`config.mk`:
```
export PLATFORM = sky130hd
export DESIGN_NAME = pcrc_engine
export DESIGN_NICKNAME = d
export VERILOG_FILES = /design/src/verilog/pcrc_pkg.sv /design/src/verilog/pcrc_engine.sv /design/src/verilog/pcrc_fifo.sv
export SDC_FILE = /design/constraint.sdc
export NUM_CORES = 1
export LEC_CHECK = 0
export ABC_AREA = 1
export BUFFER_PORTS_ARGS = -buffer_cell sky130_fd_sc_hd__buf_2
export CORE_MARGIN = 8
export CORE_UTILIZATION = 55
export CTS_BUF_LIST = sky130_fd_sc_hd__clkbuf_8 sky130_fd_sc_hd__clkbuf_16
export CTS_CLUSTER_DIAMETER = 80
export DETAILED_ROUTE_END_ITERATION = 7
export HOLD_SLACK_MARGIN = 0.05
export PLACE_DENSITY_LB_ADDON = 0.08
export SYNTH_ARGS = -nofsm -noshare
export SYNTH_HDL_FRONTEND = slang
export SYNTH_HIERARCHICAL = 1
export SYNTH_SLANG_ARGS = --single-unit
```
`constraint.sdc`:
```
create_clock -name clk -period 8.4 [get_ports clk]
set_input_delay 1.26 -clock clk [delete_from_list [all_inputs] [get_ports clk]]
set_output_delay 1.26 -clock clk [all_outputs]
set_load 0.05 [all_outputs]
```
`src/verilog/pcrc_pkg.sv`:
```
// Constants, types and rule summary for the programmable CRC engine
// How it works
// - Clearing enable stops engine, flushes FIFO, clears result and upper data word.
// - With stop-in-idle set, the engine freezes while the device idles.
// - Read-only valid word count shows FIFO occupancy, up to its depth.
// - Full flag reads one while the count is at or above the FIFO depth.
// - Empty flag reads one exactly while the count is zero; resets to one.
// - Select set: interrupt as last word leaves FIFO; clear: when shifting completes.
// - Software sets or clears the run bit; hardware clears it when work ends.
// - LSB-first select feeds each word low bit first, else high bit first.
// - Data width field holds word width minus one and sets bits per word.
// - Polynomial length field holds length minus one, the highest exponent used.
// - Low term register enables x^15..x^1; bit 0 reads zero.
// - High term register enables x^31..x^16 feedback taps.
// - FIFO depth is 4, 8 or 16 words depending on data width.
// - Shifting starts with run set and words present; each load decrements count.
// - Two data bits enter the CRC per clock until the FIFO is drained.
// - Count rises when the word's top bit is written; low half goes first.
package pcrc_pkg;
   localparam int ADDR_W = 4;
   localparam int CNT_W = 5;
   // Register indices
   localparam logic [3:0] REG_CON1 = 4'h0;
   localparam logic [3:0] REG_CON2 = 4'h1;
   localparam logic [3:0] REG_XORL = 4'h2;
   localparam logic [3:0] REG_XORH = 4'h3;
   localparam logic [3:0] REG_DATL = 4'h4;
   localparam logic [3:0] REG_DATH = 4'h5;
   localparam logic [3:0] REG_WDATL = 4'h6;
   localparam logic [3:0] REG_WDATH = 4'h7;
   localparam logic [3:0] REG_IRQST = 4'h8;
   localparam logic [3:0] REG_IRQEN = 4'h9;
   localparam logic [3:0] REG_IRQCLR = 4'hA;
   // Field positions
   localparam int CON1_EN = 15;
   localparam int CON1_SIDL = 13;
   localparam int CON1_VW = 8;
   localparam int CON1_FUL = 7;
   localparam int CON1_MPT = 6;
   localparam int CON1_ISEL = 5;
   localparam int CON1_GO = 4;
   localparam int CON1_LSB = 3;
   localparam int CON2_DW = 8;
   localparam int CON2_PL = 0;
   localparam int IRQ_DONE = 0;
   localparam int IRQ_FULL = 1;
   // Reset values
   localparam logic [15:0] CON1_RST = 16'h0040;
   localparam logic [15:0] REG_RST = 16'h0000;
   // FIFO depth selection by data width field
   localparam logic [4:0] DW_WIDE_MIN = 5'h10;
   localparam logic [4:0] DW_MID_MIN = 5'h08;
   localparam logic [4:0] DEPTH_WIDE = 5'h04;
   localparam logic [4:0] DEPTH_MID = 5'h08;
   localparam logic [4:0] DEPTH_NARROW = 5'h10;

   typedef struct packed {
      logic [ADDR_W-1:0] addr;
      logic [15:0] wdata;
      logic wr;
      logic rd;
   } pcrc_bus_type;

   typedef struct packed {
      logic en;
      logic sidl;
      logic isel;
      logic run;
      logic lsb;
   } pcrc_ctrl_type;

   typedef struct packed {
      logic [4:0] dw;
      logic [4:0] pl;
   } pcrc_cfg_type;

   typedef enum logic [0:0] {
      PCRC_IDLE = 1'b0,
      PCRC_SHIFT = 1'b1
   } pcrc_state_type;
endpackage
```
`src/verilog/pcrc_engine.sv`:
```
// Programmable CRC engine: registers, serial shifter and interrupt
//
// The register offsets and strobed register access were decided locally.
`timescale 1ns/1ps
module pcrc_engine
   import pcrc_pkg::*;
#(
   parameter int MAX_DEPTH = 16
) (
   // Clock and reset
   input wire logic clk,
   input wire logic rst_b,
   // Register port
   input wire pcrc_bus_type busReq,
   output logic [15:0] rdData_ff,
   // Power state and interrupt
   input wire logic idleMode,
   output logic irq_ff
);
   ////////////////////////////////////////////////////////////////////////////
   // Helpers

   function automatic logic hit(pcrc_bus_type b, logic [ADDR_W-1:0] a);
      return b.wr && (b.addr == a);
   endfunction

   function automatic logic [CNT_W-1:0] depthOf(logic [4:0] dw);
      if (dw >= DW_WIDE_MIN) begin
         return DEPTH_WIDE;
      end else if (dw >= DW_MID_MIN) begin
         return DEPTH_MID;
      end
      return DEPTH_NARROW;
   endfunction

   function automatic logic pickBit(logic [31:0] w, logic [5:0] idx, logic [4:0] dw,
                                    logic lsb);
      logic [4:0] pos;
      pos = lsb ? idx[4:0] : dw - idx[4:0];
      return w[pos];
   endfunction

   // One Galois step; bits above the polynomial length are kept clear
   function automatic logic [31:0] crcStep(logic [31:0] c, logic d, logic [31:0] p,
                                           logic [4:0] pl);
      logic fb;
      logic [31:0] r;
      fb = c[pl] ^ d;
      r = {c[30:0], fb} ^ ({32{fb}} & {p[31:1], 1'b0});
      return r & (32'hFFFF_FFFF >> (5'h1F - pl));
   endfunction

   ////////////////////////////////////////////////////////////////////////////
   // Declarations

   pcrc_ctrl_type ctrl_ff, nxtCtrl;
   pcrc_cfg_type cfg_ff, nxtCfg;
   pcrc_state_type state_ff, nxtState;
   logic [15:1] polyLo_ff, nxtPolyLo;
   logic [15:0] polyHi_ff, nxtPolyHi;
   logic [15:0] datLo_ff, nxtDatLo;
   logic [15:0] datHi_ff, nxtDatHi;
   logic [31:0] crc_ff, nxtCrc;
   logic [31:0] buf_ff, nxtBuf;
   logic [5:0] bitCnt_ff, nxtBitCnt;
   logic [1:0] irqSt_ff, nxtIrqSt;
   logic [1:0] irqEn_ff, nxtIrqEn;
   logic fullPrev_ff;
   logic [15:0] nxtRd;
   logic nxtIrq;
   logic [31:0] poly;
   logic [5:0] wordBits;
   logic halt, wide, shiftDone;
   logic pushVal, pushRdy, pushAcc, popVld, popGo;
   logic [31:0] pushData, popData;
   logic [CNT_W-1:0] fifoCount, limit;
   logic fullNow, emptyNow;
   logic evRunEnd, evLastPop;
   logic [1:0] ev, clrMask;

   ////////////////////////////////////////////////////////////////////////////
   // Data path into the FIFO

   assign poly = {polyHi_ff, polyLo_ff, 1'b0};
   assign wordBits = {1'b0, cfg_ff.dw} + 6'h01;
   assign halt = ctrl_ff.sidl && idleMode;
   assign wide = cfg_ff.dw >= DW_WIDE_MIN;
   assign limit = depthOf(cfg_ff.dw);

   // The word counts once its top byte lands, so the low half must lead
   assign pushVal = ctrl_ff.en && (wide ? hit(busReq, REG_DATH) : hit(busReq, REG_DATL));
   assign pushData = wide ? {busReq.wdata, datLo_ff} : {datHi_ff, busReq.wdata};
   assign pushAcc = pushVal && pushRdy;
   assign popGo = ctrl_ff.en && !halt && ctrl_ff.run && popVld
                  && (state_ff == PCRC_IDLE);
   assign fullNow = fifoCount >= limit;
   assign emptyNow = fifoCount == '0;

   pcrc_fifo #(
      .WIDTH(32),
      .DEPTH(MAX_DEPTH)
   ) wordFifo (
      .clk(clk),
      .rst_b(rst_b),
      .flush(!ctrl_ff.en),
      .limit(limit),
      .pushValid(pushVal),
      .pushData(pushData),
      .pushReady(pushRdy),
      .popReady(popGo),
      .popValid(popVld),
      .popData(popData),
      .count(fifoCount)
   );

   ////////////////////////////////////////////////////////////////////////////
   // Serial shifter

   always_comb begin
      nxtState = state_ff;
      nxtBuf = buf_ff;
      nxtBitCnt = bitCnt_ff;
      nxtCrc = crc_ff;
      shiftDone = 1'b0;
      // A seed written mid-word is overtaken by the shift of that cycle
      if (hit(busReq, REG_WDATL)) begin
         nxtCrc[15:0] = busReq.wdata;
      end
      if (hit(busReq, REG_WDATH)) begin
         nxtCrc[31:16] = busReq.wdata;
      end
      if (!halt) begin
         case (state_ff)
            PCRC_IDLE: begin
               if (popGo) begin
                  nxtBuf = popData;
                  nxtBitCnt = 6'h00;
                  nxtState = PCRC_SHIFT;
               end
            end
            PCRC_SHIFT: begin
               nxtCrc = crcStep(crc_ff, pickBit(buf_ff, bitCnt_ff, cfg_ff.dw, ctrl_ff.lsb),
                                poly, cfg_ff.pl);
               if (bitCnt_ff + 6'h01 < wordBits) begin
                  nxtCrc = crcStep(nxtCrc, pickBit(buf_ff, bitCnt_ff + 6'h01, cfg_ff.dw,
                                   ctrl_ff.lsb), poly, cfg_ff.pl);
               end
               if (bitCnt_ff + 6'h02 >= wordBits) begin
                  shiftDone = 1'b1;
                  nxtState = PCRC_IDLE;
               end else begin
                  nxtBitCnt = bitCnt_ff + 6'h02;
               end
            end
            default: begin
               nxtState = PCRC_IDLE;
            end
         endcase
      end
      if (!ctrl_ff.en) begin
         nxtState = PCRC_IDLE;
         nxtBitCnt = 6'h00;
         nxtCrc = '0;
      end
   end

   always_ff @(posedge clk or negedge rst_b) begin
      if (!rst_b) begin
         state_ff <= PCRC_IDLE;
         buf_ff <= '0;
         bitCnt_ff <= 6'h00;
         crc_ff <= '0;
      end else begin
         state_ff <= nxtState;
         buf_ff <= nxtBuf;
         bitCnt_ff <= nxtBitCnt;
         crc_ff <= nxtCrc;
      end
   end

   ////////////////////////////////////////////////////////////////////////////
   // Registers and events

   assign evRunEnd = shiftDone && emptyNow && !pushAcc;
   assign evLastPop = popGo && (fifoCount == 5'h01) && !pushAcc;
   assign ev[IRQ_DONE] = ctrl_ff.isel ? evLastPop : evRunEnd;
   assign ev[IRQ_FULL] = fullNow && !fullPrev_ff;
   assign clrMask = hit(busReq, REG_IRQCLR) ? busReq.wdata[1:0] : 2'h0;

   always_comb begin
      nxtCtrl = ctrl_ff;
      nxtCfg = cfg_ff;
      nxtPolyLo = polyLo_ff;
      nxtPolyHi = polyHi_ff;
      nxtDatLo = datLo_ff;
      nxtDatHi = datHi_ff;
      nxtIrqEn = irqEn_ff;
      // Hardware ends the run, but a software write of the same cycle wins
      if (evRunEnd) begin
         nxtCtrl.run = 1'b0;
      end
      if (hit(busReq, REG_CON1)) begin
         nxtCtrl.en = busReq.wdata[CON1_EN];
         nxtCtrl.sidl = busReq.wdata[CON1_SIDL];
         nxtCtrl.isel = busReq.wdata[CON1_ISEL];
         nxtCtrl.run = busReq.wdata[CON1_GO];
         nxtCtrl.lsb = busReq.wdata[CON1_LSB];
      end
      if (hit(busReq, REG_CON2)) begin
         nxtCfg.dw = busReq.wdata[CON2_DW +: 5];
         nxtCfg.pl = busReq.wdata[CON2_PL +: 5];
      end
      if (hit(busReq, REG_XORL)) begin
         nxtPolyLo = busReq.wdata[15:1];
      end
      if (hit(busReq, REG_XORH)) begin
         nxtPolyHi = busReq.wdata;
      end
      if (hit(busReq, REG_DATL)) begin
         nxtDatLo = busReq.wdata;
      end
      if (hit(busReq, REG_DATH)) begin
         nxtDatHi = busReq.wdata;
      end
      if (!ctrl_ff.en) begin
         nxtDatHi = '0;
      end
      if (hit(busReq, REG_IRQEN)) begin
         nxtIrqEn = busReq.wdata[1:0];
      end
      // Set wins over a clear in the same cycle
      nxtIrqSt = (irqSt_ff & ~clrMask) | ev;
      nxtIrq = |(nxtIrqSt & nxtIrqEn);
   end

   always_comb begin
      nxtRd = REG_RST;
      if (busReq.rd) begin
         case (busReq.addr)
            REG_CON1: begin
               nxtRd[CON1_EN] = ctrl_ff.en;
               nxtRd[CON1_SIDL] = ctrl_ff.sidl;
               nxtRd[CON1_VW +: 5] = fifoCount;
               nxtRd[CON1_FUL] = fullNow;
               nxtRd[CON1_MPT] = emptyNow;
               nxtRd[CON1_ISEL] = ctrl_ff.isel;
               nxtRd[CON1_GO] = ctrl_ff.run;
               nxtRd[CON1_LSB] = ctrl_ff.lsb;
            end
            REG_CON2: begin
               nxtRd[CON2_DW +: 5] = cfg_ff.dw;
               nxtRd[CON2_PL +: 5] = cfg_ff.pl;
            end
            REG_XORL: nxtRd = {polyLo_ff, 1'b0};
            REG_XORH: nxtRd = polyHi_ff;
            REG_DATL: nxtRd = datLo_ff;
            REG_DATH: nxtRd = datHi_ff;
            REG_WDATL: nxtRd = crc_ff[15:0];
            REG_WDATH: nxtRd = crc_ff[31:16];
            REG_IRQST: nxtRd = {14'h0000, irqSt_ff};
            REG_IRQEN: nxtRd = {14'h0000, irqEn_ff};
            default: nxtRd = REG_RST;
         endcase
      end
   end

   always_ff @(posedge clk or negedge rst_b) begin
      if (!rst_b) begin
         ctrl_ff <= '0;
         cfg_ff <= '0;
         polyLo_ff <= '0;
         polyHi_ff <= REG_RST;
         datLo_ff <= REG_RST;
         datHi_ff <= REG_RST;
         irqSt_ff <= 2'h0;
         irqEn_ff <= 2'h0;
         fullPrev_ff <= 1'b0;
         rdData_ff <= REG_RST;
         irq_ff <= 1'b0;
      end else begin
         ctrl_ff <= nxtCtrl;
         cfg_ff <= nxtCfg;
         polyLo_ff <= nxtPolyLo;
         polyHi_ff <= nxtPolyHi;
         datLo_ff <= nxtDatLo;
         datHi_ff <= nxtDatHi;
         irqSt_ff <= nxtIrqSt;
         irqEn_ff <= nxtIrqEn;
         fullPrev_ff <= fullNow;
         rdData_ff <= nxtRd;
         irq_ff <= nxtIrq;
      end
   end
endmodule // pcrc_engine

```
`src/verilog/pcrc_fifo.sv`:
```
// Word FIFO with a run-time occupancy limit for the CRC engine
`timescale 1ns/1ps
module pcrc_fifo
   import pcrc_pkg::*;
#(
   parameter int WIDTH = 32,
   parameter int DEPTH = 16
) (
   // Clock and reset
   input wire logic clk,
   input wire logic rst_b,
   // Control
   input wire logic flush,
   input wire logic [CNT_W-1:0] limit,
   // Fill side
   input wire logic pushValid,
   input wire logic [WIDTH-1:0] pushData,
   output logic pushReady,
   // Drain side
   input wire logic popReady,
   output logic popValid,
   output logic [WIDTH-1:0] popData,
   output logic [CNT_W-1:0] count
);
   localparam int PTR_W = $clog2(DEPTH);

   logic [WIDTH-1:0] mem [DEPTH];
   logic [PTR_W-1:0] wrPtr_ff, rdPtr_ff, nxtWrPtr, nxtRdPtr;
   logic [CNT_W-1:0] count_ff, nxtCount;
   logic doPush, doPop;

   // Limit may shrink below the count; push stays refused until it drains
   assign pushReady = count_ff < limit;
   assign popValid = count_ff != '0;
   assign popData = mem[rdPtr_ff];
   assign count = count_ff;
   assign doPush = pushValid && pushReady;
   assign doPop = popReady && popValid;

   always_comb begin
      nxtWrPtr = wrPtr_ff + PTR_W'(doPush);
      nxtRdPtr = rdPtr_ff + PTR_W'(doPop);
      nxtCount = count_ff + CNT_W'(doPush) - CNT_W'(doPop);
      if (flush) begin
         nxtWrPtr = '0;
         nxtRdPtr = '0;
         nxtCount = '0;
      end
   end

   always_ff @(posedge clk or negedge rst_b) begin
      if (!rst_b) begin
         wrPtr_ff <= '0;
         rdPtr_ff <= '0;
         count_ff <= '0;
      end else begin
         wrPtr_ff <= nxtWrPtr;
         rdPtr_ff <= nxtRdPtr;
         count_ff <= nxtCount;
      end
   end

   // Storage needs no reset; the count guards every read
   always_ff @(posedge clk) begin
      if (doPush) begin
         mem[wrPtr_ff] <= pushData;
      end
   end
endmodule // pcrc_fifo

```
Word level (Yosys, flattened, before mapping)
Memory sizes are Yosys's and may differ from the RTL's. A register that Yosys moved wholly into a read port is not among the register bits.
Cells that the tools add are included.
{"block": "word_totals", "ff_bits": 152, "ram_bits": 512, "in_bits": 25, "output_inout_bits": 17, "elab_cells": 162, "n_memories": 1}
{"memory": "wordFifo.mem", "words": 16, "width": 32, "rd": 1, "rd_ports_with_merged_regs": 1, "write_ports": 1, "line_no": "pcrc_fifo.sv:27", "rtl": "logic [WIDTH-1:0] mem [DEPTH];"}
{"block": "op_classes", "addsub": 10, "magnitude_cmp": 9, "n_eq_ne": 15, "shifts": 1, "n_mux": 56, "bitwise": 14, "reduce_logical": 34}
{"cell": "32-bit two-way mux", "count": 5}
{"cell": "32-bit AND", "count": 4}
{"cell": "16-bit two-way mux", "count": 5}
{"cell": "32-bit bitwise XOR", "count": 2}
{"cell": "5-bit one-hot mux with 8 select lines", "count": 1}
{"cell": "32-bit by 5-bit right shift with 32-bit output (first input constant)", "count": 1}
{"cell": "5-bit two-way mux", "count": 6}
{"cell": "3-bit one-hot mux with 9 select lines", "count": 1}
{"cell": "6-bit two-way mux", "count": 4}
{"cell": "1-bit logical AND", "count": 23}
{"cell": "3-bit one-hot mux with 7 select lines", "count": 1}
{"cell": "1-bit binary-select mux with 5-bit select", "count": 4}
{"cell": "5-bit by 6-bit < comparator with 1-bit output (second input constant)", "count": 3}
{"cell": "1-bit two-way mux", "count": 18}
{"cell": "4-bit by 3-bit == test with 1-bit output (second input constant)", "count": 4}
{"cell": "2-bit one-hot mux with 8 select lines", "count": 1}
{"cell": "1-bit one-hot mux with 7 select lines", "count": 2}
{"cell": "4-bit == test (second input constant)", "count": 3}
{"cell": "6-bit one-hot mux with 2 select lines", "count": 1}
{"cell": "5-bit subtractor", "count": 2}
{"cell": "4-bit by 1-bit adder with 4-bit output", "count": 2}
{"cell": "4-bit by 2-bit == test with 1-bit output (second input constant)", "count": 2}
{"cell": "4-bit two-way mux", "count": 2}
{"cell": "5-bit by 1-bit adder with 6-bit output (second input constant)", "count": 1}
{"cell": "31 further kinds", "count": 41}

Longest topological paths before layout
Gate-level depths: netlist of the first run.
{"block": "logic_depth", "depth_word": 18, "ltp_mapped": 34, "depth_no_buf": 33}

By module
Netlist of the first run, hierarchy kept.
{"module": "pcrc_fifo", "n_inst": 1, "cells_per_inst": 2207, "area_each_um2": 22997.1, "seq_area_each_um2": 15700.1}
{"module": "pcrc_engine", "n_inst": 1, "cells_per_inst": 1810, "area_each_um2": 11896.4, "seq_area_each_um2": 4254.1}

Least setup slack after synthesis of the first run
OpenSTA, ideal clock, no wires.
{"block": "synth_path", "path_kind": "input-to-reg", "from": "input port busReq[1] (netlist name)", "to": "memory wordFifo.mem[11][0], enable pin", "setup_time_ps": 421, "arrival_time_ps": 3838, "required_ps": 7979, "path_slack_ps": 4141, "stages": 8, "n_path_buf": 2, "cell_sequence": "clkbuf_1 -> inv_1 -> nor3_1 -> nand2_1 -> a21oi_1 -> nand4_2 -> buf_6 -> nor2_1"}
{"block": "synth_between", "elab_chain_cells": 6, "word_cells_on_any_way": 7, "classes_between": "3 x mux; 4 x reduce/logical"}
{"element": "start, declared", "line_no": "pcrc_engine.sv:14", "rtl": "input wire pcrc_bus_type busReq,"}
{"element": "1-bit logical AND", "line_no": "pcrc_engine.sv:24", "rtl": "return b.wr && (b.addr == a);"}
{"element": "1-bit two-way mux *", "line_no": "pcrc_engine.sv:91", "rtl": "assign pushVal = ctrl_ff.en && (wide ? hit(busReq, REG_DATH) : hit(busReq, REG_DATL));"}
{"element": "1-bit logical AND *", "line_no": "pcrc_engine.sv:91"}
{"element": "named net pushVal", "line_no": "pcrc_engine.sv:74", "rtl": "logic pushVal, pushRdy, pushAcc, popVld, popGo;"}
{"element": "1-bit logical AND *", "line_no": "pcrc_fifo.sv:37", "rtl": "assign doPush = pushValid && pushReady;"}
{"element": "1-bit two-way mux *", "line_no": "pcrc_fifo.sv:65", "rtl": "if (doPush) begin"}
{"element": "1-bit two-way mux (implied by the code) *", "line_no": "pcrc_fifo.sv:66", "rtl": "mem[wrPtr_ff] <= pushData;"}
{"element": "end, declared", "line_no": "pcrc_fifo.sv:27"}
The timed path passes the listed nets; every way through them passes the cells marked *.

Final worst setup path of the first run
{"block": "layout_path", "from": "register cfg_ff[0] (netlist name)", "to": "register crc_ff[21]"}
{"block": "layout_between", "elab_chain_cells": 16, "word_cells_on_any_way": 18, "classes_between": "1 x add/sub; 1 x shift; 8 x mux; 8 x bitwise"}
{"element": "start, declared", "line_no": "pcrc_engine.sv:57", "rtl": "pcrc_cfg_type cfg_ff, nxtCfg;"}
{"element": "start signal, assigned", "line_no": "pcrc_engine.sv:282", "rtl": "cfg_ff <= nxtCfg;"}
{"element": "branches (longest 12 deep; another with 5-bit subtractor)"}
{"element": "32-bit two-way mux *", "line_no": "pcrc_engine.sv:144", "rtl": "if (bitCnt_ff + 6'h01 < wordBits) begin"}
{"element": "32-bit two-way mux *", "line_no": "pcrc_engine.sv:133", "rtl": "case (state_ff)"}
{"element": "32-bit two-way mux *", "line_no": "pcrc_engine.sv:132", "rtl": "if (!halt) begin"}
{"element": "32-bit two-way mux *", "line_no": "pcrc_engine.sv:160", "rtl": "if (!ctrl_ff.en) begin"}
{"element": "named net nxtCrc[21]", "line_no": "pcrc_engine.sv:63", "rtl": "logic [31:0] crc_ff, nxtCrc;"}
{"element": "end signal, assigned", "line_no": "pcrc_engine.sv:177", "rtl": "crc_ff <= nxtCrc;"}
{"element": "end, declared", "line_no": "pcrc_engine.sv:63"}
Mark *: on every way through the listed nets, which the timed path passes. The select of a mux whose other input is x is not followed.
A chain may end at the register's enable or synchronous reset.

==> results of run 1 <==
[cells in the mapped netlist, drive strengths merged, types with 18 or more instances]
| cell | count | area share [%] |
|---|---|---|
| a21oi | 123 | 1.8 |
| buf | 128 | 2.5 |
| clkbuf | 74 | 0.80 |
| dfrtp | 183 | 13 |
| edfxtp | 512 | 44 |
| ha | 35 | 1.3 |
| inv | 620 | 6.7 |
| nand2 | 1323 | 14 |
| nand3 | 588 | 8.5 |
| nor2 | 122 | 1.3 |
| o211ai | 22 | 0.47 |
| o21ai | 158 | 2.3 |
| o22ai | 34 | 0.61 |
| xor2 | 18 | 0.45 |
[layout make-up]
| class | count | area, um2 |
|---|---|---|
| Inverter | 624 | 2352 |
| Tap cell | 846 | 1059 |
| Fill cell | 5516 | 24630 |
| Clock inverter | 57 | 505.5 |
| Timing Repair Buffer | 107 | 721.9 |
| Sequential cell | 695 | 19970 |
| Multi-Input combinational cell | 2498 | 11590 |
| Antenna cell | 1 | 2.502 |
| Clock buffer | 82 | 2018 |
[worst max path at each step]
stage / end / slack (ns)
after global placement: crc_ff[22]$_DFF_PN0_ / 3.06
final: crc_ff[21]$_DFF_PN0_ / 2.79
after global routing: crc_ff[23]$_DFF_PN0_ / 2.31
after CTS: crc_ff[7]$_DFF_PN0_ / 2.94
after detailed placement: crc_ff[7]$_DFF_PN0_ / 2.98
after floorplan: wordFifo/mem[11][0]$_DFFE_PP_ / 4.14
[layer usage]
metal | global-route usage (%) | share of wire [%] | vias to the layer above
li1 | - | - | 13000
met1 | 40.01 | 43 | 12990
met4 | 10.38 | 3.5 | 0
met3 | 4.355 | 8.1 | 206
met5 | 0 | 0 | -
met2 | 44.43 | 45 | 1158
[flip-flops by register name, summed over array words and instances, names as in the netlist, 4 cells and up]
register	cells
bitCnt_ff	5
crc_ff	32
cfg_ff	10
datHi_ff	16
buf_ff	32
wordFifo/wrPtr_ff	4
ctrl_ff	5
wordFifo/count	5
datLo_ff	16
wordFifo/mem	512
rdData_ff	16
wordFifo/rdPtr_ff	4
polyHi_ff	16
polyLo_ff	15
[power breakdown]
part	switching, W	internal [W]	leakage, nW
clock	0.00139	0.00198	1.30
sequential	0.000143	0.00386	7.07
combinational	0.00105	0.000356	8.90
total	0.00258	0.00620	17.3
[metrics by stage]
stage               total power, W  worst slack (ns)  cell area [um2]  instances  util (%)
global route              0.009106             2.308            38210       4909     60.80
detailed placement        0.005437             2.983            35690       4770     56.79
CTS                       0.008786             2.942            38210       4909     60.80
finish                    0.008781             2.786            38220       4910     60.81
global placement          0.005425             3.060            35690       4770     56.79
floorplan                 0.004975             4.141            34900       4019         -
[cells by family (layout without fill, tap and decap cells)]
family,count (synthesis),in the layout,share of synthesized area [%]
flops,695,695,57.19
simple gates,2049,2049,24.41
buf+inv,826,870,10.02
mux,2,2,0.06454
fa+ha+maj,40,40,1.542
xor+xnor,21,21,0.5271
compound gates,383,383,6.239
other cells,1,4,0.01075
[critical path: stages (launching register included)]
cell and delay [ns]:
dfrtp_1 0.77, inv_1 0.36, nor2_1 0.58, buf_4 0.28, nand2_1 0.06, nand3_1 0.08
nand2_1 0.08, nand3_1 0.08, nor2_1 0.04, nor2_1 0.16, nand3_1 0.13, nand2_2 0.63
nand2_1 0.11, nand2_1 0.09, nand2_1 0.07, nand3_1 0.08, nand2_1 0.06, o21ai_0 0.22
nand2_1 0.10, nor2_2 0.17, nand4_1 0.10, nand2_1 0.45, buf_4 0.36, nand3_1 0.10
nand3_1 0.09, nand2_1 0.05, nand2_1 0.07, a21oi_1 0.08
==> results.md, run 1 <==
* Outcome: finished clean
* Worst setup startpoint: cfg_ff[0]$_DFFE_PN0P_
* Clock Latency Late Sink at 0.63 ns
* IO Pins at 42
* Die height at 267.9 um
* Synth Register Bits at 695
* Post-DRT Antenna Nets at 0
* Fin. Hold Viols at 0
* CTS clk-pin slew, worst paths at 0.06 ns
* DIE AREA at 71,760 um2
* CP arrival at between 6 and 7 ns
* Post-route minimum period at 5.614 ns
* Max Fclk at approximately 180 MHz
* Via count at 27,350
* DR pass1 iterations at 7
* H-tree levels at 3
* Antenna violations before repair at 1
* Final worst-path cycle share at 66.83%
* Placeable Area at 62,850 um2
* Slew Limit Fails at 0
* Total grt overflow at 0
* Slew HR at ~13%
* Buffers on Ports at between 40 and 50
* Synth Cell Area at about 35,000 um2
* Hold EP: buf_ff[18]$_DFFE_PN0P_
* HP Start: buf_ff[18]$_DFFE_PN0P_
* Synth Instances at ~4,000
* Post-synth EDFFs at 512
* Setup Fix Bufs, Post-CTS at 0
* Nets at roughly 4,100
* Num CTS Buffers at 75
* Hold buffer count at cts at 0
* Layout area overhead at 9.524%
* Commonest non-fill, non-tap cell in the layout: nand2_1
* Die W at 267.9 um
* Setup TNS Final at 0 ns
* Critical Path End Type: flop
* Vias in the first global route at 25,400
* Post-synth cell types at 48
* Worst EP required at 8.87 ns
* Gpl congestion at 0.9867
* Critical path class: flop to flop
* Worst hold path type: flop to flop
* Seq/Total Area, Yosys at 57.19%
* First-pass GRT wire length at 155,500 um
* Leak Pwr at 17.26 nW
* Crit path launch type: flop
* Final setup viols at 0
* Hold_ws at 0.5020 ns
* Ys flop type: edfxtp_1
* Most frequent cells in the layout: 1,316 x nand2_1, 634 x inv_1, 584 x nand3_1
* Unrepaired setup endpoints after global routing: no
* Starting density of the core at 55.52%
* Vias/cell at 5.571
* Crit-path max FO at 41
* R2R setup slack at 2.79 ns
* Hold path depth at 2
* DP HPWL at 60,820 um
* Initial DRC count at 2,981
* Largest net degree at the start of global routing at 187
* Row count at 92
* Layout cells sized above 1 at 6.547%
* CTS resizes at 0
* Ys Warns at 6
* Slew @ Worst Pin at 1.290 ns
* DRT Wirelength at about 100,000 um
* R2R cell count at 27
* Clock Skews at 0.03031 ns
* CTS tree: done
* Gr usage total at 28.33%
* Pwr dens at about 230 nW/um2
* Crit Reg-Reg Endpoint: crc_ff[21]$_DFF_PN0_
* Total clock sinks at 695
* VDD IR max at 145.5 uV
* Max-cap viol count at 0
* Post-synth ARST share at 26.33%
* Syn Area/Cell at 8.686 um2
* Per-cell routed wire length at 20.79 um
* FF-to-FF Start: cfg_ff[0]$_DFFE_PN0P_
* Residual DRC at 0
* CTS max path bufs at 3
* Root Buffer: clkbuf_16
Note: power is estimated with default switching activity, not from simulation.
==> inputs of run 2 (changes only) <==
==> constraint.sdc (replaced) <==
create_clock -name clk -period 5 [get_ports clk]
set_input_delay 0.75 -clock clk [delete_from_list [all_inputs] [get_ports clk]]
set_output_delay 0.75 -clock clk [all_outputs]
set_load 0.05 [all_outputs]
==> run 2 against run 1 <==
Die area did not move. Utilization rose by 0.59 points. Sequential share of layout area fell by 0.50 points. Sequential power rose by 67%. Wire length rose by 1.1%.
==> results.md, run 2 (synthesized netlist as in run 1, its figures left out) <==
* Top routing layer in use: met4
* Pre-CTS WS at slightly above 0.7 ns
* Num CTS Buffers at 76
* Max FFs per register at 512
* Die height at roughly 270 um
* R2R setup slack at 0.69 ns
* Commonest non-fill, non-tap cell in the layout: nand2_1
* Total grt overflow at 0
* Slew @ Worst Pin at 1.198 ns
* Vias in the first global route at 25,800
* Leak Pwr at roughly 17 nW
* Comb power frac at about 18%
* Gpl congestion at 0.9980
* Slowest-stage cell, CP: fa_1
* Crit path largest cell delay at 0.56 ns
* Slew Limit Fails at 0
* Fin. Hold Viols at 0
* Fin worst setup slack at 0.6875 ns
* Post-route minimum period at 4.313 ns
* Vias/cell at between 5 and 6
* Cell area after layout at 38,590 um2
* Worst setup startpoint: cfg_ff[6]$_DFFE_PN0P_
* Internal at 0.01048 W
* CP endpoint: crc_ff[12]$_DFF_PN0_
* CTS clk-pin slew, worst paths at 0.06 ns
* Most frequent CP cell: nand2_1
* Outcome: finished clean
* H-tree levels at 3
* First-pass GRT wire length at 157,500 um
* CP delay by family, top: simple AND/OR/NAND/NOR gates
* DR pass1 iterations at 8
* Root Buffer: clkbuf_16
* WL met3 at a little over 9000 um
* Most frequent cells in the layout: 1,316 x nand2_1, 629 x inv_1, 584 x nand3_1
* Setup Fix Bufs, Post-CTS at 0
* Die W at 267.9 um
* CTS max path bufs at 3
* Layout area overhead at 10.58%
* Placeable Area at 62,850 um2
* IO Pins at 42
* Largest net degree at the start of global routing at 147
* DR WL met2 at 46,660 um
* CTS resizes at 0
* Antenna violations before repair at 4
* Max-cap viol count at 0
* R2R cell count at 32
* Final worst-path cycle share at 86.25%
* Slew HR at about a fifth
* Via count at 27,350
* Buffers on Ports at 41
* DRT met1 WL at between 40,000 and 50,000 um
* Biggest register: wordFifo/mem
* Net switching power at 0.004380 W
* Clock power frac at 37.1%
* Sw Share at between 20 and 30%
* Total clock sinks at 695
* Initial DRC count at 3,037
* FILL cells at ~5,500
* Unrepaired setup endpoints after global routing: no
* Placed cell count at 4,807
* DRT Wirelength at 103,100 um
* CP Depth at 32
* Setup TNS Final at 0 ns
* Nets at around 4,100
* Layout Cells excl Fill at 4,947
* Max Fclk at 231.9 MHz
* Post-DRT Antenna Nets at 0
* DIE AREA at 71,760 um2
* Clock Skews at 0.02086 ns
* Top Registers: wordFifo/mem: 512 flops, buf_ff: 32 flops, crc_ff: 32 flops
* Per-cell routed wire length at 20.85 um
* Critical path class: flop to flop
* Worst hold path type: input port to asynchronous set/reset pin
* CP Buf/Inv Count at 5
* Hold buffer count at cts at 0
* VDD IR max at between 200 and 300 uV
* Layout cells sized above 1 at 7.341%
* Starting density of the core at 55.52%
* Final setup viols at 0
* CP arrival at 4.78 ns
* Critical Path End Type: flop
* Crit path launch type: flop
* Crit Reg-Reg Endpoint: crc_ff[12]$_DFF_PN0_
* Residual DRC at 0
* DP HPWL at 62,410 um
* Sequential share of power at 45.2%
* Placed Area at 36,110 um2
* CTS tree: done
* Worst EP required at 5.47 ns
* Clock Latency Late Sink at between 0.6 and 0.7 ns
* Row count at between 90 and 100
* FF-to-FF Start: cfg_ff[6]$_DFFE_PN0P_
* Pwr dens at ~390 nW/um2
* Crit-path max FO at 32
* Gr usage total at 28.74%
## run 2: worst min-delay path by stage
stage                                    end  cells after the start                    from
floorplan           bitCnt_ff[1]$_DFFE_PN0P_                      0                   rst_b
global placement      buf_ff[21]$_DFFE_PN0P_                      2  buf_ff[21]$_DFFE_PN0P_
detailed placement    buf_ff[21]$_DFFE_PN0P_                      2  buf_ff[21]$_DFFE_PN0P_
CTS                   buf_ff[26]$_DFFE_PN0P_                      1                   rst_b
global route          buf_ff[23]$_DFFE_PN0P_                      1                   rst_b
finish                buf_ff[26]$_DFFE_PN0P_                      1                   rst_b
## run 2: power by group through the flow
stage / combinational (W) / clock [W] / sequential (W)
floorplan: 0.00162 / 0 / 0.00674
global placement: 0.00257 / 0 / 0.00682
detailed placement: 0.00257 / 0 / 0.00682
CTS: 0.00258 / 0.00557 / 0.00670
global route: 0.00287 / 0.00581 / 0.00672
finish: 0.00264 / 0.00551 / 0.00671
## run 2: per-layer routing
layer / GRT usage (%) / vias to the layer above
met4: 9.842 / 0
met1: 40.42 / 12850
met5: 0 / -
met2: 45.01 / 1199
met3: 5.132 / 210
li1: - / 13090
## run 2: metrics by stage
stage	utilization [%]	power, W	hold WS, ns
3_5_place_dp	57.46	0.009388	0.4875
4_1_cts	61.39	0.01485	0.3160
2_1_floorplan	-	0.008358	0.4544
5_1_grt	61.39	0.01540	0.3642
3_3_place_gp	57.46	0.009386	0.4826
6_report	61.39	0.01486	0.2751
## run 2: area by class of cell
class	instances	area, um2	area share [%]
diodes	1	2.502	0.006485
clock buffers	88	2101	5.444
clock inverters	51	367.9	0.9533
inverters	624	2352	6.096
multi-input cells	2498	11600	30.07
flip-flops and latches	695	19970	51.74
well taps	846	1059	2.743
repair buffers	144	1137	2.948
## run 2: worst reg2reg max path, delay by kind of cell, from the launching register on
family / cells / cell delay [ns]
AND/OR/NAND/NOR: 24 / 2.05
buffers and inverters: 5 / 0.89
adder cells (fa/ha/maj): 1 / 0.56
flip-flops: 1 / 0.44
AO/OA/AOI/OAI: 2 / 0.25
